File: src/awd_pkg.sv
package awd_pkg;

    // =========================================================================
    // Register bus geometry.
    // =========================================================================
    localparam int unsigned AWD_ADDR_W = 4;
    localparam int unsigned AWD_DATA_W = 8;

    // =========================================================================
    // Register offsets.
    // =========================================================================
    localparam logic [3:0] AWD_OFS_CONTROL    = 4'h0;
    localparam logic [3:0] AWD_OFS_RESULT_HI  = 4'h1;
    localparam logic [3:0] AWD_OFS_RESULT_LO  = 4'h2;
    localparam logic [3:0] AWD_OFS_UPPER_HI   = 4'h3;
    localparam logic [3:0] AWD_OFS_UPPER_LO   = 4'h4;
    localparam logic [3:0] AWD_OFS_LOWER_HI   = 4'h5;
    localparam logic [3:0] AWD_OFS_LOWER_LO   = 4'h6;
    localparam logic [3:0] AWD_OFS_IRQ_STATUS = 4'h7;
    localparam logic [3:0] AWD_OFS_IRQ_CLEAR  = 4'h8;
    localparam logic [3:0] AWD_OFS_IRQ_ENABLE = 4'h9;

    // =========================================================================
    // Field positions.
    // =========================================================================
    localparam int unsigned AWD_CTRL_LJUST_BIT = 0;
    localparam int unsigned AWD_CTRL_WFLAG_BIT = 1;
    localparam int unsigned AWD_EVT_WINDOW_BIT = 0;
    localparam int unsigned AWD_EVT_CONV_BIT   = 1;
    localparam int unsigned AWD_EVT_W          = 2;

    // =========================================================================
    // Reset values.
    // =========================================================================
    localparam logic [7:0] AWD_RST_LIMIT  = 8'h00;
    localparam logic [7:0] AWD_RST_RDATA  = 8'h00;
    localparam logic [1:0] AWD_RST_EVT    = 2'h0;
    localparam logic [7:0] AWD_UNMAPPED   = 8'h00;

    // =========================================================================
    // Converter word.
    // =========================================================================
    localparam int unsigned AWD_RES_BITS  = 10;
    localparam int unsigned AWD_WORD_W    = 16;

endpackage : awd_pkg

File: src/awd_window_detector.sv
// The register offsets and the strobed register port were decided locally.
`timescale 1ns/1ps
// Operation
// - Compare every new result automatically against limits.
// - Out-of-bound match sets flag, may interrupt.
// - Software may poll the flag any time.
// - Limit order selects inside or outside matching.
// - Left justify: result high, six low zeros.
module awd_window_detector
#(
    parameter int unsigned RES_BITS = awd_pkg::AWD_RES_BITS
) (
    // Clock and reset.
    input  wire logic                            sys_clk,
    input  wire logic                            reset,
    // Converter core results, same clock.
    input  wire logic                            conv_valid,
    input  wire logic [RES_BITS-1:0]             conv_data,
    // Register port.
    input  wire logic [awd_pkg::AWD_ADDR_W-1:0]  reg_addr,
    input  wire logic [awd_pkg::AWD_DATA_W-1:0]  reg_wdata,
    input  wire logic                            reg_wr,
    input  wire logic                            reg_rd,
    output logic      [awd_pkg::AWD_DATA_W-1:0]  reg_rdata,
    // Status and interrupt.
    output logic                                 window_match_flag,
    output logic                                 irq
);
    import awd_pkg::*;

    // =========================================================================
    // Register map.
    // =========================================================================
    // Index  Access  Contents
    //   0    RW      Bit 0 left_justify_select, bit 1 window_match_flag; writing
    //                0 to bit 1 clears the flag and writing 1 leaves it alone.
    //   1    RO      result_high_byte of the result word as formatted now.
    //   2    RO      result_low_byte of the result word as formatted now.
    //   3    RW      upper_limit_high_byte, the greater-than limit.
    //   4    RW      upper_limit_low_byte.
    //   5    RW      lower_limit_high_byte, the less-than limit.
    //   6    RW      lower_limit_low_byte.
    //   7    RO      Event status: bit 0 window match, bit 1 conversion done.
    //   8    WO      Event clear: a one clears the status bit beside it.
    //   9    RW      Event enable, laid out like the status register.
    // Unmapped indices read as zero and ignore writes.
    // A strobe is taken at the rising edge where it is high; a write takes
    // effect at that edge and read data stand for the next cycle only.
    // A result is taken with conv_valid; the flag and the status bits show
    // in the next cycle and irq one cycle after that.

    // =========================================================================
    // Parameter check.
    // =========================================================================
    if (RES_BITS < 1 || RES_BITS > AWD_WORD_W) begin : g_bad_res
        $error("RES_BITS must lie between 1 and 16");
    end

    if (AWD_EVT_W < 1 || AWD_EVT_W > AWD_DATA_W) begin : g_bad_evt
        $error("event bits must fit in one register byte");
    end

    if (AWD_CTRL_LJUST_BIT >= AWD_DATA_W || AWD_CTRL_WFLAG_BIT >= AWD_DATA_W) begin : g_bad_ctrl
        $error("control bits must fit in one register byte");
    end

    localparam int unsigned PAD_W = AWD_WORD_W - RES_BITS;

    // =========================================================================
    // State.
    // =========================================================================
    typedef struct packed {
        logic                  ljust;
        logic                  wflag;
        logic [RES_BITS-1:0]   result;
        logic [7:0]            upper_hi;
        logic [7:0]            upper_lo;
        logic [7:0]            lower_hi;
        logic [7:0]            lower_lo;
        logic [AWD_EVT_W-1:0]  evt_sts;
        logic [AWD_EVT_W-1:0]  evt_en;
        logic [7:0]            rdata;
        logic                  irq;
    } awd_state_t;

    awd_state_t state_ff;
    awd_state_t nxt_state;

    // =========================================================================
    // Data word formatting.
    // =========================================================================
    // The stored result is raw; justification is applied on the way out so
    // that changing the select reformats the last result without a new
    // conversion.
    function automatic logic [AWD_WORD_W-1:0] awd_format(
        input logic [RES_BITS-1:0] raw,
        input logic                left
    );
        logic [AWD_WORD_W-1:0] word;
        word = AWD_WORD_W'(raw);
        if (left) begin
            word = word << PAD_W;
        end
        return word;
    endfunction

    logic [AWD_WORD_W-1:0] new_word;
    logic [AWD_WORD_W-1:0] held_word;
    logic [AWD_WORD_W-1:0] upper_word;
    logic [AWD_WORD_W-1:0] lower_word;
    logic                  inside_mode;
    logic                  match;

    always_comb begin
        new_word   = awd_format(conv_data, state_ff.ljust);
        held_word  = awd_format(state_ff.result, state_ff.ljust);
        upper_word = {state_ff.upper_hi, state_ff.upper_lo};
        lower_word = {state_ff.lower_hi, state_ff.lower_lo};
        // Limits are compared against the word as software sees it, so they
        // must be written in the same justification as the results.
        inside_mode = (upper_word < lower_word);
        // A result equal to either limit never matches: both bounds are strict.
        if (inside_mode) begin
            match = (new_word > upper_word) && (new_word < lower_word);
        end else begin
            match = (new_word > upper_word) || (new_word < lower_word);
        end
    end

    // =========================================================================
    // Write decode and events.
    // =========================================================================
    // Every write strobe is decoded once here so that the state update below reads
    // plain enables; a write to a read-only or unmapped index decodes to none.
    logic                  wr_control;
    logic                  wr_upper_hi;
    logic                  wr_upper_lo;
    logic                  wr_lower_hi;
    logic                  wr_lower_lo;
    logic                  wr_evt_clear;
    logic                  wr_evt_enable;
    logic                  win_hit;
    logic                  wflag_clr;
    logic [AWD_EVT_W-1:0]  evt_set;
    logic [AWD_EVT_W-1:0]  evt_clr;
    logic [AWD_EVT_W-1:0]  evt_next;
    logic [AWD_DATA_W-1:0] ctrl_view;
    logic [AWD_DATA_W-1:0] sts_view;
    logic [AWD_DATA_W-1:0] en_view;

    always_comb begin
        wr_control    = 1'b0;
        wr_upper_hi   = 1'b0;
        wr_upper_lo   = 1'b0;
        wr_lower_hi   = 1'b0;
        wr_lower_lo   = 1'b0;
        wr_evt_clear  = 1'b0;
        wr_evt_enable = 1'b0;
        if (reg_wr) begin
            if (reg_addr == AWD_OFS_CONTROL) begin
                wr_control = 1'b1;
            end else if (reg_addr == AWD_OFS_UPPER_HI) begin
                wr_upper_hi = 1'b1;
            end else if (reg_addr == AWD_OFS_UPPER_LO) begin
                wr_upper_lo = 1'b1;
            end else if (reg_addr == AWD_OFS_LOWER_HI) begin
                wr_lower_hi = 1'b1;
            end else if (reg_addr == AWD_OFS_LOWER_LO) begin
                wr_lower_lo = 1'b1;
            end else if (reg_addr == AWD_OFS_IRQ_CLEAR) begin
                wr_evt_clear = 1'b1;
            end else if (reg_addr == AWD_OFS_IRQ_ENABLE) begin
                wr_evt_enable = 1'b1;
            end
        end
    end

    always_comb begin
        win_hit   = conv_valid && match;
        wflag_clr = wr_control && !reg_wdata[AWD_CTRL_WFLAG_BIT];
        evt_set   = '0;
        evt_set[AWD_EVT_WINDOW_BIT] = win_hit;
        evt_set[AWD_EVT_CONV_BIT]   = conv_valid;
        evt_clr   = '0;
        if (wr_evt_clear) begin
            evt_clr = reg_wdata[AWD_EVT_W-1:0];
        end
    end

    // Each status bit is its own sticky cell. An event in the same cycle as
    // its clear wins, so a badly timed clear can never swallow an event.
    for (genvar gi = 0; gi < AWD_EVT_W; gi++) begin : g_evt
        assign evt_next[gi] = evt_set[gi] | (state_ff.evt_sts[gi] & ~evt_clr[gi]);
    end

    // Readable views of the packed control and event registers.
    always_comb begin
        ctrl_view = AWD_RST_RDATA;
        ctrl_view[AWD_CTRL_LJUST_BIT] = state_ff.ljust;
        ctrl_view[AWD_CTRL_WFLAG_BIT] = state_ff.wflag;
        sts_view  = AWD_DATA_W'(state_ff.evt_sts);
        en_view   = AWD_DATA_W'(state_ff.evt_en);
    end

    // =========================================================================
    // Next state.
    // =========================================================================
    always_comb begin
        nxt_state = state_ff;

        if (conv_valid) begin
            nxt_state.result = conv_data;
        end

        // Register writes.
        if (wr_control) begin
            nxt_state.ljust = reg_wdata[AWD_CTRL_LJUST_BIT];
        end
        if (wr_upper_hi) begin
            nxt_state.upper_hi = reg_wdata;
        end
        if (wr_upper_lo) begin
            nxt_state.upper_lo = reg_wdata;
        end
        if (wr_lower_hi) begin
            nxt_state.lower_hi = reg_wdata;
        end
        if (wr_lower_lo) begin
            nxt_state.lower_lo = reg_wdata;
        end
        if (wr_evt_enable) begin
            nxt_state.evt_en = reg_wdata[AWD_EVT_W-1:0];
        end

        // A match in the same cycle as the software clear keeps the flag set.
        nxt_state.wflag   = win_hit | (state_ff.wflag & ~wflag_clr);
        nxt_state.evt_sts = evt_next;

        // Register reads: data stand only in the cycle after the strobe.
        // Between reads the port shows zero, never the last value read.
        nxt_state.rdata = AWD_RST_RDATA;
        if (reg_rd) begin
            if (reg_addr == AWD_OFS_CONTROL) begin
                nxt_state.rdata = ctrl_view;
            end else if (reg_addr == AWD_OFS_RESULT_HI) begin
                nxt_state.rdata = held_word[15:8];
            end else if (reg_addr == AWD_OFS_RESULT_LO) begin
                nxt_state.rdata = held_word[7:0];
            end else if (reg_addr == AWD_OFS_UPPER_HI) begin
                nxt_state.rdata = state_ff.upper_hi;
            end else if (reg_addr == AWD_OFS_UPPER_LO) begin
                nxt_state.rdata = state_ff.upper_lo;
            end else if (reg_addr == AWD_OFS_LOWER_HI) begin
                nxt_state.rdata = state_ff.lower_hi;
            end else if (reg_addr == AWD_OFS_LOWER_LO) begin
                nxt_state.rdata = state_ff.lower_lo;
            end else if (reg_addr == AWD_OFS_IRQ_STATUS) begin
                nxt_state.rdata = sts_view;
            end else if (reg_addr == AWD_OFS_IRQ_ENABLE) begin
                nxt_state.rdata = en_view;
            end else begin
                nxt_state.rdata = AWD_UNMAPPED;
            end
        end

        // The interrupt follows the registered status, one cycle behind it.
        // That cycle of latency buys an interrupt pin straight from a flop,
        // with no path from the register strobes.
        nxt_state.irq = |(state_ff.evt_sts & state_ff.evt_en);
    end

    // =========================================================================
    // Registers.
    // =========================================================================
    // Reset clears every field, so both limits start at zero: the detector is
    // then in outside mode and any non-zero result matches. Software should
    // load the limits before it enables the window interrupt.
    always_ff @(posedge sys_clk) begin
        if (reset) begin
            state_ff.ljust    <= 1'b0;
            state_ff.wflag    <= 1'b0;
            state_ff.result   <= '0;
            state_ff.upper_hi <= AWD_RST_LIMIT;
            state_ff.upper_lo <= AWD_RST_LIMIT;
            state_ff.lower_hi <= AWD_RST_LIMIT;
            state_ff.lower_lo <= AWD_RST_LIMIT;
            state_ff.evt_sts  <= AWD_RST_EVT;
            state_ff.evt_en   <= AWD_RST_EVT;
            state_ff.rdata    <= AWD_RST_RDATA;
            state_ff.irq      <= 1'b0;
        end else begin
            state_ff <= nxt_state;
        end
    end

    // =========================================================================
    // Outputs.
    // =========================================================================
    // All three outputs are plain register bits, so nothing downstream sees a
    // combinational path from the strobes or the converter result.
    always_comb begin
        reg_rdata         = state_ff.rdata;
        window_match_flag = state_ff.wflag;
        irq               = state_ff.irq;
    end

endmodule // awd_window_detector

File: config.mk
export PLATFORM = sky130hd
export DESIGN_NAME = awd_window_detector
export DESIGN_NICKNAME = d
export VERILOG_FILES = /design/src/awd_pkg.sv /design/src/awd_window_detector.sv
export SDC_FILE = /design/constraint.sdc
export NUM_CORES = 1
export LEC_CHECK = 0
export BUFFER_PORTS_ARGS = -buffer_cell sky130_fd_sc_hd__buf_4
export CAP_MARGIN = 30
export CORE_MARGIN = 2
export CORE_UTILIZATION = 30
export CTS_CLUSTER_DIAMETER = 100
export DETAILED_ROUTE_END_ITERATION = 7
export PLACE_DENSITY_LB_ADDON = 0.3
export SYNTH_ARGS = -nofsm -noshare
export SYNTH_HDL_FRONTEND = slang
export SYNTH_SLANG_ARGS = --single-unit
File: constraint.sdc
create_clock -name sys_clk -period 2.8 [get_ports sys_clk]
set_clock_uncertainty 0.15 [all_clocks]
set_input_delay 0.42 -clock sys_clk [delete_from_list [all_inputs] [get_ports sys_clk]]
set_output_delay 0.42 -clock sys_clk [all_outputs]
set_load 0.05 [all_outputs]
==> results_dict.tcl, run 1 <==
set metrics [dict create \
    fin_setup_tns_ns 0 \
    synth_common_cells "nor2_1 (60), dfxtp_1 (57), mux2i_1 (53)" \
    yosys_warnings 0 \
    floorplan.rows 41 \
    fin_hold_ws_ns 0.191 \
    path_common_cell "a31oi_1" \
    synth_top_area_cell "dfxtp_1" \
    cap_violations 0 \
    synth_area_um2 3880 \
    port_buffers 36 \
    synth_enable_flop_cells 0 \
    synth_ff_type "dfxtp_1" \
    async_reset_ff_share_pct 0 \
    cts.clk_slew.worst_paths_ns 0.05 \
    h-tree-depth 3 \
    critPathMaxFanout 7 \
    vias 3364 \
    clk_path_buf_depth 2 \
    grt_pass1_wl_um 18000 \
    synth-seq-cells 57 \
    grt_pass1_vias 3285 \
    root_buffer "clkbuf_16" \
    place_area_um2 4210 \
    die_x_um 118 \
    required_ns 2.87 \
    vias_per_cell 5.09 \
    design_area_um2 4550 \
    drive_gt1_share_pct 14.5 \
    crit_path_start_kind "flip-flop" \
    period_minus_slack_ns 2.48 \
    cp.arrival_ns 2.55 \
    route.detailed.drc 0 \
    crit_type "reg2reg" \
    syn_nets 531 \
    grt_overflow 0 \
    slew_headroom_pct 64.7 \
    syn_to_final_growth_pct 17.2 \
    die_h_um 118 \
    crit_slowest_cell "dfxtp_1" \
    multi_input_area_um2 2410 \
    cts_tree "built" \
    slowest_delay_ns 0.47 \
    peakVddDrop_mv 0.304 \
    fin_util_pct 36.0 \
    numCtsBuffers 9 \
    post_cts_buffers 0 \
    fmax_mhz 403 \
    wl_per_cell_um 17.2 \
    routed_wirelength_um 11400 \
    grt_max_degree 50 \
    die-area_um2 13900 \
    cts.repair.resized 0 \
    final.period_utilization_pct 88.6 \
    hold_viol 0 \
    p_per_area_nw_per_um2 524 \
    drv_slew 0 \
    endpoint_kind "flip-flop" \
    outcome "finished, final reports clean" \
    yosysMostFrequentCell "nor2_1" \
    avgSynthCellArea_um2 8.43 \
    rsz0062_at_grt "false" \
    p_leak_uw 0.00186 \
    n_antenna_cell 0 \
    synth_top_cells_by_area "dfxtp_1 (29%), ha_1 (14%), mux2i_1 (14%), nor2_1 (5.8%), inv_1 (3.3%)" \
    worstMarginPinSlew_ns 0.530 \
    ant_nets 0 \
    synth_cell_types 54 \
    min_path_type "in2reg" \
    cts_hold_buffers 0 \
    initial_core_util_pct 30.7 \
    antenna_found_initial 0 \
    ff_latch_area_um2 1140 \
    final-setup-viol-count 0 \
    nNetsFinal 555 \
    syn_inst 460 \
    first_pass_iters 5 \
    track_usage_pct 16.8 \
    fill_cells 1356 \
    core_um2 12600 \
    ys_seq_area_share_pct 29.4 \
    drtIter0Drc 269 \
    clk_latency_ns 0.34 \
    path_cells "mux2_2 > ha_1 > nand4_1 > nor4_2 > a41o_1 > a31oi_1 > a31oi_1 > o21ai_0" \
    ioPinCount 37 \
    clock_sinks 57 \
    gp_congestion 0.969 \
    yosysTopAreaCellShare_pct 29.4 \
    hpwlAfterDp_um 8730 \
    total_power_uw 2380 \
]
-- critical path, delay by kind of cell, from the launching register on --
kind	cells	cell delay, ns
AO/OA/AOI/OAI	4	0.54
AND/OR/NAND/NOR	2	0.50
flip-flops	1	0.47
multiplexers	1	0.39
adder cells (fa/ha/maj)	1	0.30
-- path summary, 6_finish.rpt --
check,cells after the start,start,endpoint,slack (ns)
worst max-delay path,8,ctrl_view[0]$_SDFFE_PP0P_,window_match_flag$_SDFF_PP0_,0.32
worst min-delay path,3,conv_data[5],state_ff[50]$_SDFFE_PP0P_,0.19
worst max register to register,8,ctrl_view[0]$_SDFFE_PP0P_,window_match_flag$_SDFF_PP0_,0.32
worst min register to register,2,en_view[0]$_SDFFE_PP0P_,en_view[0]$_SDFFE_PP0P_,0.36
-- metal layers --
metal | vias up | GRT usage [%] | routed length, um
li1 | 1644 | - | -
met1 | 1599 | 21.3 | 5170
met2 | 90 | 26.3 | 5250
met3 | 31 | 3.97 | 513
met4 | 0 | 9.04 | 457
met5 | - | 0 | 0
-- stage by stage --
stage / cells / setup slack, ns
6_report: 661 / 0.320
5_1_grt: 661 / 0.175
4_1_cts: 661 / 0.317
3_5_place_dp: 645 / 0.329
3_3_place_gp: 645 / 0.359
2_1_floorplan: 460 / 0.380
-- sequential cells by signal, indices dropped and copies added, names as in the netlist --
register	cells
window_match_flag	1
state_ff	28
irq	1
en_view	2
reg_rdata	8
ctrl_view	1
lower_word	16
-- layout make-up --
cell class / instances / area share [%]
multi-input combinational: 339 / 53.0
sequential: 57 / 25.1
timing repair buffer: 43 / 7.10
clock buffer: 12 / 5.64
tap: 172 / 4.73
inverter: 34 / 2.81
clock inverter: 4 / 1.65
-- power by group --
group	switching, uW	internal, uW	total (uW)
logic	169	116	285
clock network	407	827	1230
registers	27.1	836	863
total	603	1780	2380
-- layout by cell type (no fill, tap or decap), types with 11 or more instances in the layout --
cell type / instances
a21oi_1: 25
buf_4: 43
dfxtp_1: 57
ha_1: 44
inv_1: 34
mux2i_1: 53
nand2_1: 34
nand2b_1: 11
nor2_1: 60
o21ai_0: 24
-- kinds of logic (layout without fill, tap and decap cells) --
| kind of cell | count (synthesis) | after routing | synth area share (%) |
|---|---|---|---|
| compound gates | 83 | 83 | 13.5 |
| xor+xnor | 1 | 1 | 0.226 |
| fa+ha+maj | 44 | 44 | 14.2 |
| buf+inv | 64 | 93 | 8.55 |
| flops | 57 | 57 | 29.4 |
| mux | 57 | 57 | 14.8 |
| simple gates | 154 | 154 | 19.3 |
(Power assumes the default switching activity.)
==> run 2, diff against run 1 <==
- ABC_AREA: unset -> 1
- CTS_BUF_LIST: unset -> sky130_fd_sc_hd__clkbuf_8
==> run 2 against run 1 <==
  * Clock power down 29%
  * Hold slack worse by 0.044 ns
  * First-iteration DRC count fell by 21%
  * Design area fell by 6.9%
  * Sequential share of layout area up 1.9 points
  * Sequential power barely moved
  * Highest routed layer unchanged
  * Critical path depth up 2
  * Critical endpoint unchanged
  * Largest cell class unchanged
  * Clock-buffer cell count shrank 1
  * Critical path type unchanged
  * Global-route usage grew 1.6 points
  * Synthesized area is 6.4% lower
  * Final cell count rose by 6.5%
  * Via count rose by 5.1%
==> results_dict.tcl, run 2 <==
set metrics [dict create \
    outcome "finished, final reports clean" \
    clk_latency_ns 0.35 \
    synth-seq-cells 57 \
    crit_start "ctrl_view[0]$_SDFFE_PP0P_" \
    largest_register_ffs 28 \
    hold_viol 0 \
    crit_path_start_kind "flip-flop" \
    track_usage_pct 18.4 \
    post_cts_buffers 0 \
    cts_hold_buffers 0 \
    path_cells "inv_8 > o21ai_0 > ha_1 > a21oi_1 > o21ai_0 > a21oi_1 > nand2_1 > a21oi_2 > nand2_1 > a21oi_1" \
    cts_tree "built" \
    path_depth 10 \
    vias_per_cell 5.02 \
    synth_cell_types 31 \
    rrSetupSlack_ns 0.43 \
    r2r_start "ctrl_view[0]$_SDFFE_PP0P_" \
    routed_wirelength_um 11200 \
    synth_top_cells_by_area "dfxtp_1 (31%), ha_1 (15%), nand2_1 (10%), a21oi_1 (10%), inv_1 (8.5%)" \
    ys_seq_area_share_pct 31.4 \
    avgSynthCellArea_um2 6.99 \
    regMostFlops "state_ff" \
    port_buffers 36 \
    slowest_delay_ns 0.54 \
    crit_family "compound AO/OA/AOI/OAI gates" \
    dp_cells 688 \
    crit_slowest_cell "dfxtp_1" \
    yosysMostFrequentCell "nand2_1" \
    vias 3536 \
    grt_overflow 0 \
    required_ns 2.93 \
    hpwlAfterDp_um 8900 \
    root_buffer "clkbuf_8" \
    ant_nets 0 \
    rsz0062_at_grt "false" \
    mostFrequentLayoutCell "nand2_1" \
    die_x_um 114 \
    antenna_found_initial 0 \
    fin_setup_tns_ns 0 \
    syn_inst 520 \
    min_path_type "in2reg" \
    first_pass_iters 5 \
    die_h_um 114 \
    ioPinCount 37 \
    gp_congestion 0.894 \
    min_from "reset" \
    synth_ff_type "dfxtp_1" \
    grt_pass1_vias 3478 \
    final.period_utilization_pct 84.5 \
    n_antenna_cell 0 \
    route.detailed.drc 0 \
    h-tree-depth 3 \
    drtIter0Drc 212 \
    endpoint_kind "flip-flop" \
    worstMarginPinSlew_ns 0.571 \
    synth_top_area_cell "dfxtp_1" \
    critPathMaxFanout 17 \
    core_um2 11900 \
    yosys_warnings 0 \
    reg2reg_depth 10 \
    nNetsFinal 623 \
    yosysTopAreaCellShare_pct 31.4 \
    numCtsBuffers 9 \
    reg2reg_to "window_match_flag$_SDFF_PP0_" \
    stdcell_count 704 \
    synth_enable_flop_cells 0 \
    p_leak_uw 0.00196 \
    drive_gt1_share_pct 12.0 \
    wl_per_cell_um 15.9 \
    syn_nets 591 \
    final-setup-viol-count 0 \
    async_reset_ff_share_pct 0 \
    grt_max_degree 34 \
    worst-path-buf-inv 1 \
    fmax_mhz 423 \
    period_minus_slack_ns 2.37 \
    mostFrequentLayoutCells "nand2_1 (101), inv_1 (85), a21oi_1 (73)" \
    cap_violations 0 \
    drv_slew 0 \
    path_common_cell "a21oi_1" \
    slew_headroom_pct 61.8 \
    fin_util_pct 35.5 \
    synth_area_um2 3630 \
    synth_common_cells "nand2_1 (101), inv_1 (82), a21oi_1 (73)" \
    crit_end "window_match_flag$_SDFF_PP0_" \
    crit_type "reg2reg" \
    die-area_um2 13000 \
    floorplan.rows 40 \
    cp.arrival_ns 2.50 \
    p_per_area_nw_per_um2 485 \
    cts.repair.resized 0 \
    clock_sinks 57 \
    clk_path_buf_depth 2 \
    syn_to_final_growth_pct 16.4 \
    grt_pass1_wl_um 18200 \
    peakVddDrop_mv 0.179 \
    cts.clk_slew.worst_paths_ns 0.06 \
    initial_core_util_pct 30.5 \
]
==> run 2: changes by cell type after synthesis, moves of 10 or more <==
cell      previous run  this run
nor2b_1             10         0
a21oi_1             25        73
mux2i_1             53         0
o21ai_0             24        52
inv_1               34        82
nand2b_1            11         0
nand2_1             34       101
nor2_1              60        33
==> run 2: worst min path at each step <==
stage,slack (ns),to,depth (start not counted)
floorplan,0.29,irq$_SDFF_PP0_,2
global placement,0.32,irq$_SDFF_PP0_,2
detailed placement,0.33,irq$_SDFF_PP0_,2
CTS,0.12,state_ff[11]$_SDFF_PP0_,2
global route,0.12,window_match_flag$_SDFF_PP0_,2
finish,0.15,state_ff[11]$_SDFF_PP0_,2
==> run 2: through the flow <==
step	setup slack [ns]	hold WS, ns	power [uW]	cell area (um^2)
after floorplan	0.676	0.289	1080	3630
after global placement	0.507	0.321	1190	4010
after detailed placement	0.458	0.333	1200	4010
after CTS	0.403	0.124	2080	4230
after global routing	0.149	0.120	2170	4230
final	0.435	0.147	2050	4230
==> run 2: area by class of cell <==
type	count	area, um^2
timing repair buffer	41	308
clock buffer	11	151
sequential	57	1140
tap	147	184
fill	1294	7680
inverter	86	330
clock inverter	5	71.3
multi-input combinational	357	2040
==> run 2: report_power, final <==
part | total, uW | internal, uW | switching, uW
combinational | 322 | 118 | 204
sequential | 862 | 840 | 22.4
clock | 868 | 540 | 328
total | 2050 | 1500 | 554
==> run 2: kinds of logic after synthesis <==
group | share of synthesized area, %
and+or+nand+nor | 18.4
adders and majority gates | 15.2
DFF | 31.4
buffers and inverters | 12.3
AOI/OAI and AO/OA | 22.7
==> run 2: metal layers <==
layer / share of wire, % / GRT usage, %
met1: 48 / 24.4
met2: 44 / 29.5
met3: 5.8 / 4.55
met4: 2.0 / 5.77
met5: 0 / 0
==> run 2: worst register-to-register path, cell delays in order, from the launching register on <==
cell and delay [ns]:
dfxtp_1 0.54, inv_8 0.11, o21ai_0 0.33, ha_1 0.31, a21oi_1 0.16, o21ai_0 0.10
a21oi_1 0.18, nand2_1 0.09, a21oi_2 0.11, nand2_1 0.10, a21oi_1 0.13
==> run 3, diff against run 2 <==
- clock period: 2.8 -> 2.3 ns (I/O delays scaled with it)
==> run 3 against run 2 <==
  * Design area is 0.30% higher
  * Global-route usage is 0.54 points lower
  * Via count is 0.40% lower
  * Largest cell class unchanged
  * Die area stayed put
==> results_dict.tcl, run 3 (synthesized netlist as in run 2, its figures left out) <==
set metrics [dict create \
    place_area_um2 4030 \
    core_um2 11900 \
    outcome "finished, final reports clean" \
    syn_to_final_growth_pct 16.8 \
    critPathMaxFanout 6 \
    p_per_area_nw_per_um2 574 \
    die_x_um 114 \
    endpoint_kind "flip-flop" \
    initial_core_util_pct 30.5 \
    gp_congestion 0.883 \
    n_antenna_cell 0 \
    multi_input_area_um2 2040 \
    numCtsBuffers 9 \
    root_buffer "clkbuf_8" \
    h-tree-depth 3 \
    grt_overflow 0 \
    ant_nets 0 \
    antenna_found_initial 0 \
    hold_end "state_ff[11]$_SDFF_PP0_" \
    min_path_type "in2reg" \
    ioPinCount 37 \
    fill_cells 1298 \
    period_minus_slack_ns 2.13 \
    largest_register_ffs 28 \
    design_area_um2 4240 \
    clock_sinks 57 \
    drv_slew 0 \
    route.detailed.drc 0 \
    peakVddDrop_mv 0.222 \
    cts.clk_slew.worst_paths_ns 0.07 \
    nNetsFinal 626 \
    cap_violations 0 \
    routed_wirelength_um 11200 \
    slew_headroom_pct 63.8 \
    grt_max_degree 44 \
    die-area_um2 13000 \
    p_leak_uw 0.00197 \
    required_ns 2.44 \
    r2r_start "ctrl_view[0]$_SDFFE_PP0P_" \
    path_common_cell "nand2_1" \
    final.period_utilization_pct 92.5 \
    floorplan.rows 40 \
    cts.repair.resized 0 \
    slowest_delay_ns 0.43 \
    rrSetupSlack_ns 0.17 \
    cp.arrival_ns 2.27 \
    track_usage_pct 17.9 \
    reg2reg_depth 11 \
    wl_per_cell_um 15.9 \
    post_cts_buffers 0 \
    clk_path_buf_depth 2 \
    final-setup-viol-count 0 \
    worstMarginPinSlew_ns 0.543 \
    cts_tree "built" \
    rsz0062_at_grt "false" \
    grt_pass1_wl_um 17700 \
    ff_latch_area_um2 1140 \
    grt_pass1_vias 3363 \
    drtIter0Drc 197 \
    first_pass_iters 4 \
    mostFrequentLayoutCell "nand2_1" \
    drive_gt1_share_pct 12.9 \
    reg2reg_to "window_match_flag$_SDFF_PP0_" \
    hpwlAfterDp_um 8980 \
    die_h_um 114 \
    crit_type "reg2reg" \
    fin_setup_tns_ns 0 \
    path_cells "inv_8 > o21ai_0 > ha_1 > a21oi_1 > o31a_1 > nand2_1 > nand2_1 > nand2_1 > a21oi_2 > nand2_1 > a21oi_1" \
    clk_latency_ns 0.36 \
    port_buffers 36 \
    mostFrequentLayoutCells "nand2_1 (101), inv_1 (84), a21oi_1 (73)" \
    crit_slowest_cell "dfxtp_2" \
    cts_hold_buffers 0 \
    regMostFlops "state_ff" \
    fmax_mhz 470 \
    vias_per_cell 4.98 \
    whs_path_depth 2 \
    hold_viol 0 \
    vias 3522 \
    min_from "reset" \
    crit_path_start_kind "flip-flop" \
]
[run 3: changes by cell type in the layout (fill, tap and decap cells not counted), sizes merged]
cell and change:
bufinv -1, buf +3, inv -1, clkinv +1, clkbuf +1
[run 3: area by class of cell]
class | count | share of cell area [%]
well taps | 147 | 4.33
clock buffers | 12 | 3.89
inverters | 86 | 7.79
multi-input cells | 357 | 48.2
repair buffers | 44 | 7.87
clock inverters | 4 | 1.00
flip-flops and latches | 57 | 26.9
[run 3: worst max path at each step]
| stage | startpoint | to | slack [ns] | cells after the start |
|---|---|---|---|---|
| floorplan | ctrl_view[0]$_SDFFE_PP0P_ | state_ff[11]$_SDFF_PP0_ | 0.18 | 13 |
| global placement | conv_data[3] | window_match_flag$_SDFF_PP0_ | 0.06 | 11 |
| detailed placement | ctrl_view[0]$_SDFFE_PP0P_ | window_match_flag$_SDFF_PP0_ | 0.03 | 10 |
| CTS | ctrl_view[0]$_SDFFE_PP0P_ | window_match_flag$_SDFF_PP0_ | 0.009 | 10 |
| global route | ctrl_view[0]$_SDFFE_PP0P_ | window_match_flag$_SDFF_PP0_ | 0.001 | 11 |
| finish | ctrl_view[0]$_SDFFE_PP0P_ | window_match_flag$_SDFF_PP0_ | 0.17 | 11 |
[run 3: stage by stage]
step                      hold slack (ns)  setup WS, ns  utilization [%]  total power (uW)  cells
after CTS                          0.0543       0.00927             35.6              2450    707
after detailed placement            0.321        0.0256             33.8              1460    691
after global routing               0.0663       0.00102             35.6              2560    707
after floorplan                     0.264         0.176                -              1310    520
after global placement              0.322        0.0565             33.8              1460    691
final                              0.0620         0.172             35.6              2430    707
[run 3: report_power, final]
part | leakage [uW] | total [uW] | internal [uW] | switching, uW
Combinational | 0.00139 | 396 | 146 | 249
Sequential | 0.000464 | 1050 | 1020 | 27.1
Clock | 0.000115 | 990 | 579 | 411
[run 3: routing by layer]
metal	vias up	global-route usage (%)	wire, um
met1	1606	24.4	5300
met5	-	0	0
met3	14	3.44	692
li1	1785	-	-
met2	117	28.6	5020
met4	0	5.45	201
[run 3: critical path: cells and delay by family (launching register included)]
family / cells / cell delay [ns]
compound gates: 5 / 0.83
buf+inv: 1 / 0.05
simple gates: 4 / 0.29
flops: 1 / 0.43
fa+ha+maj: 1 / 0.31
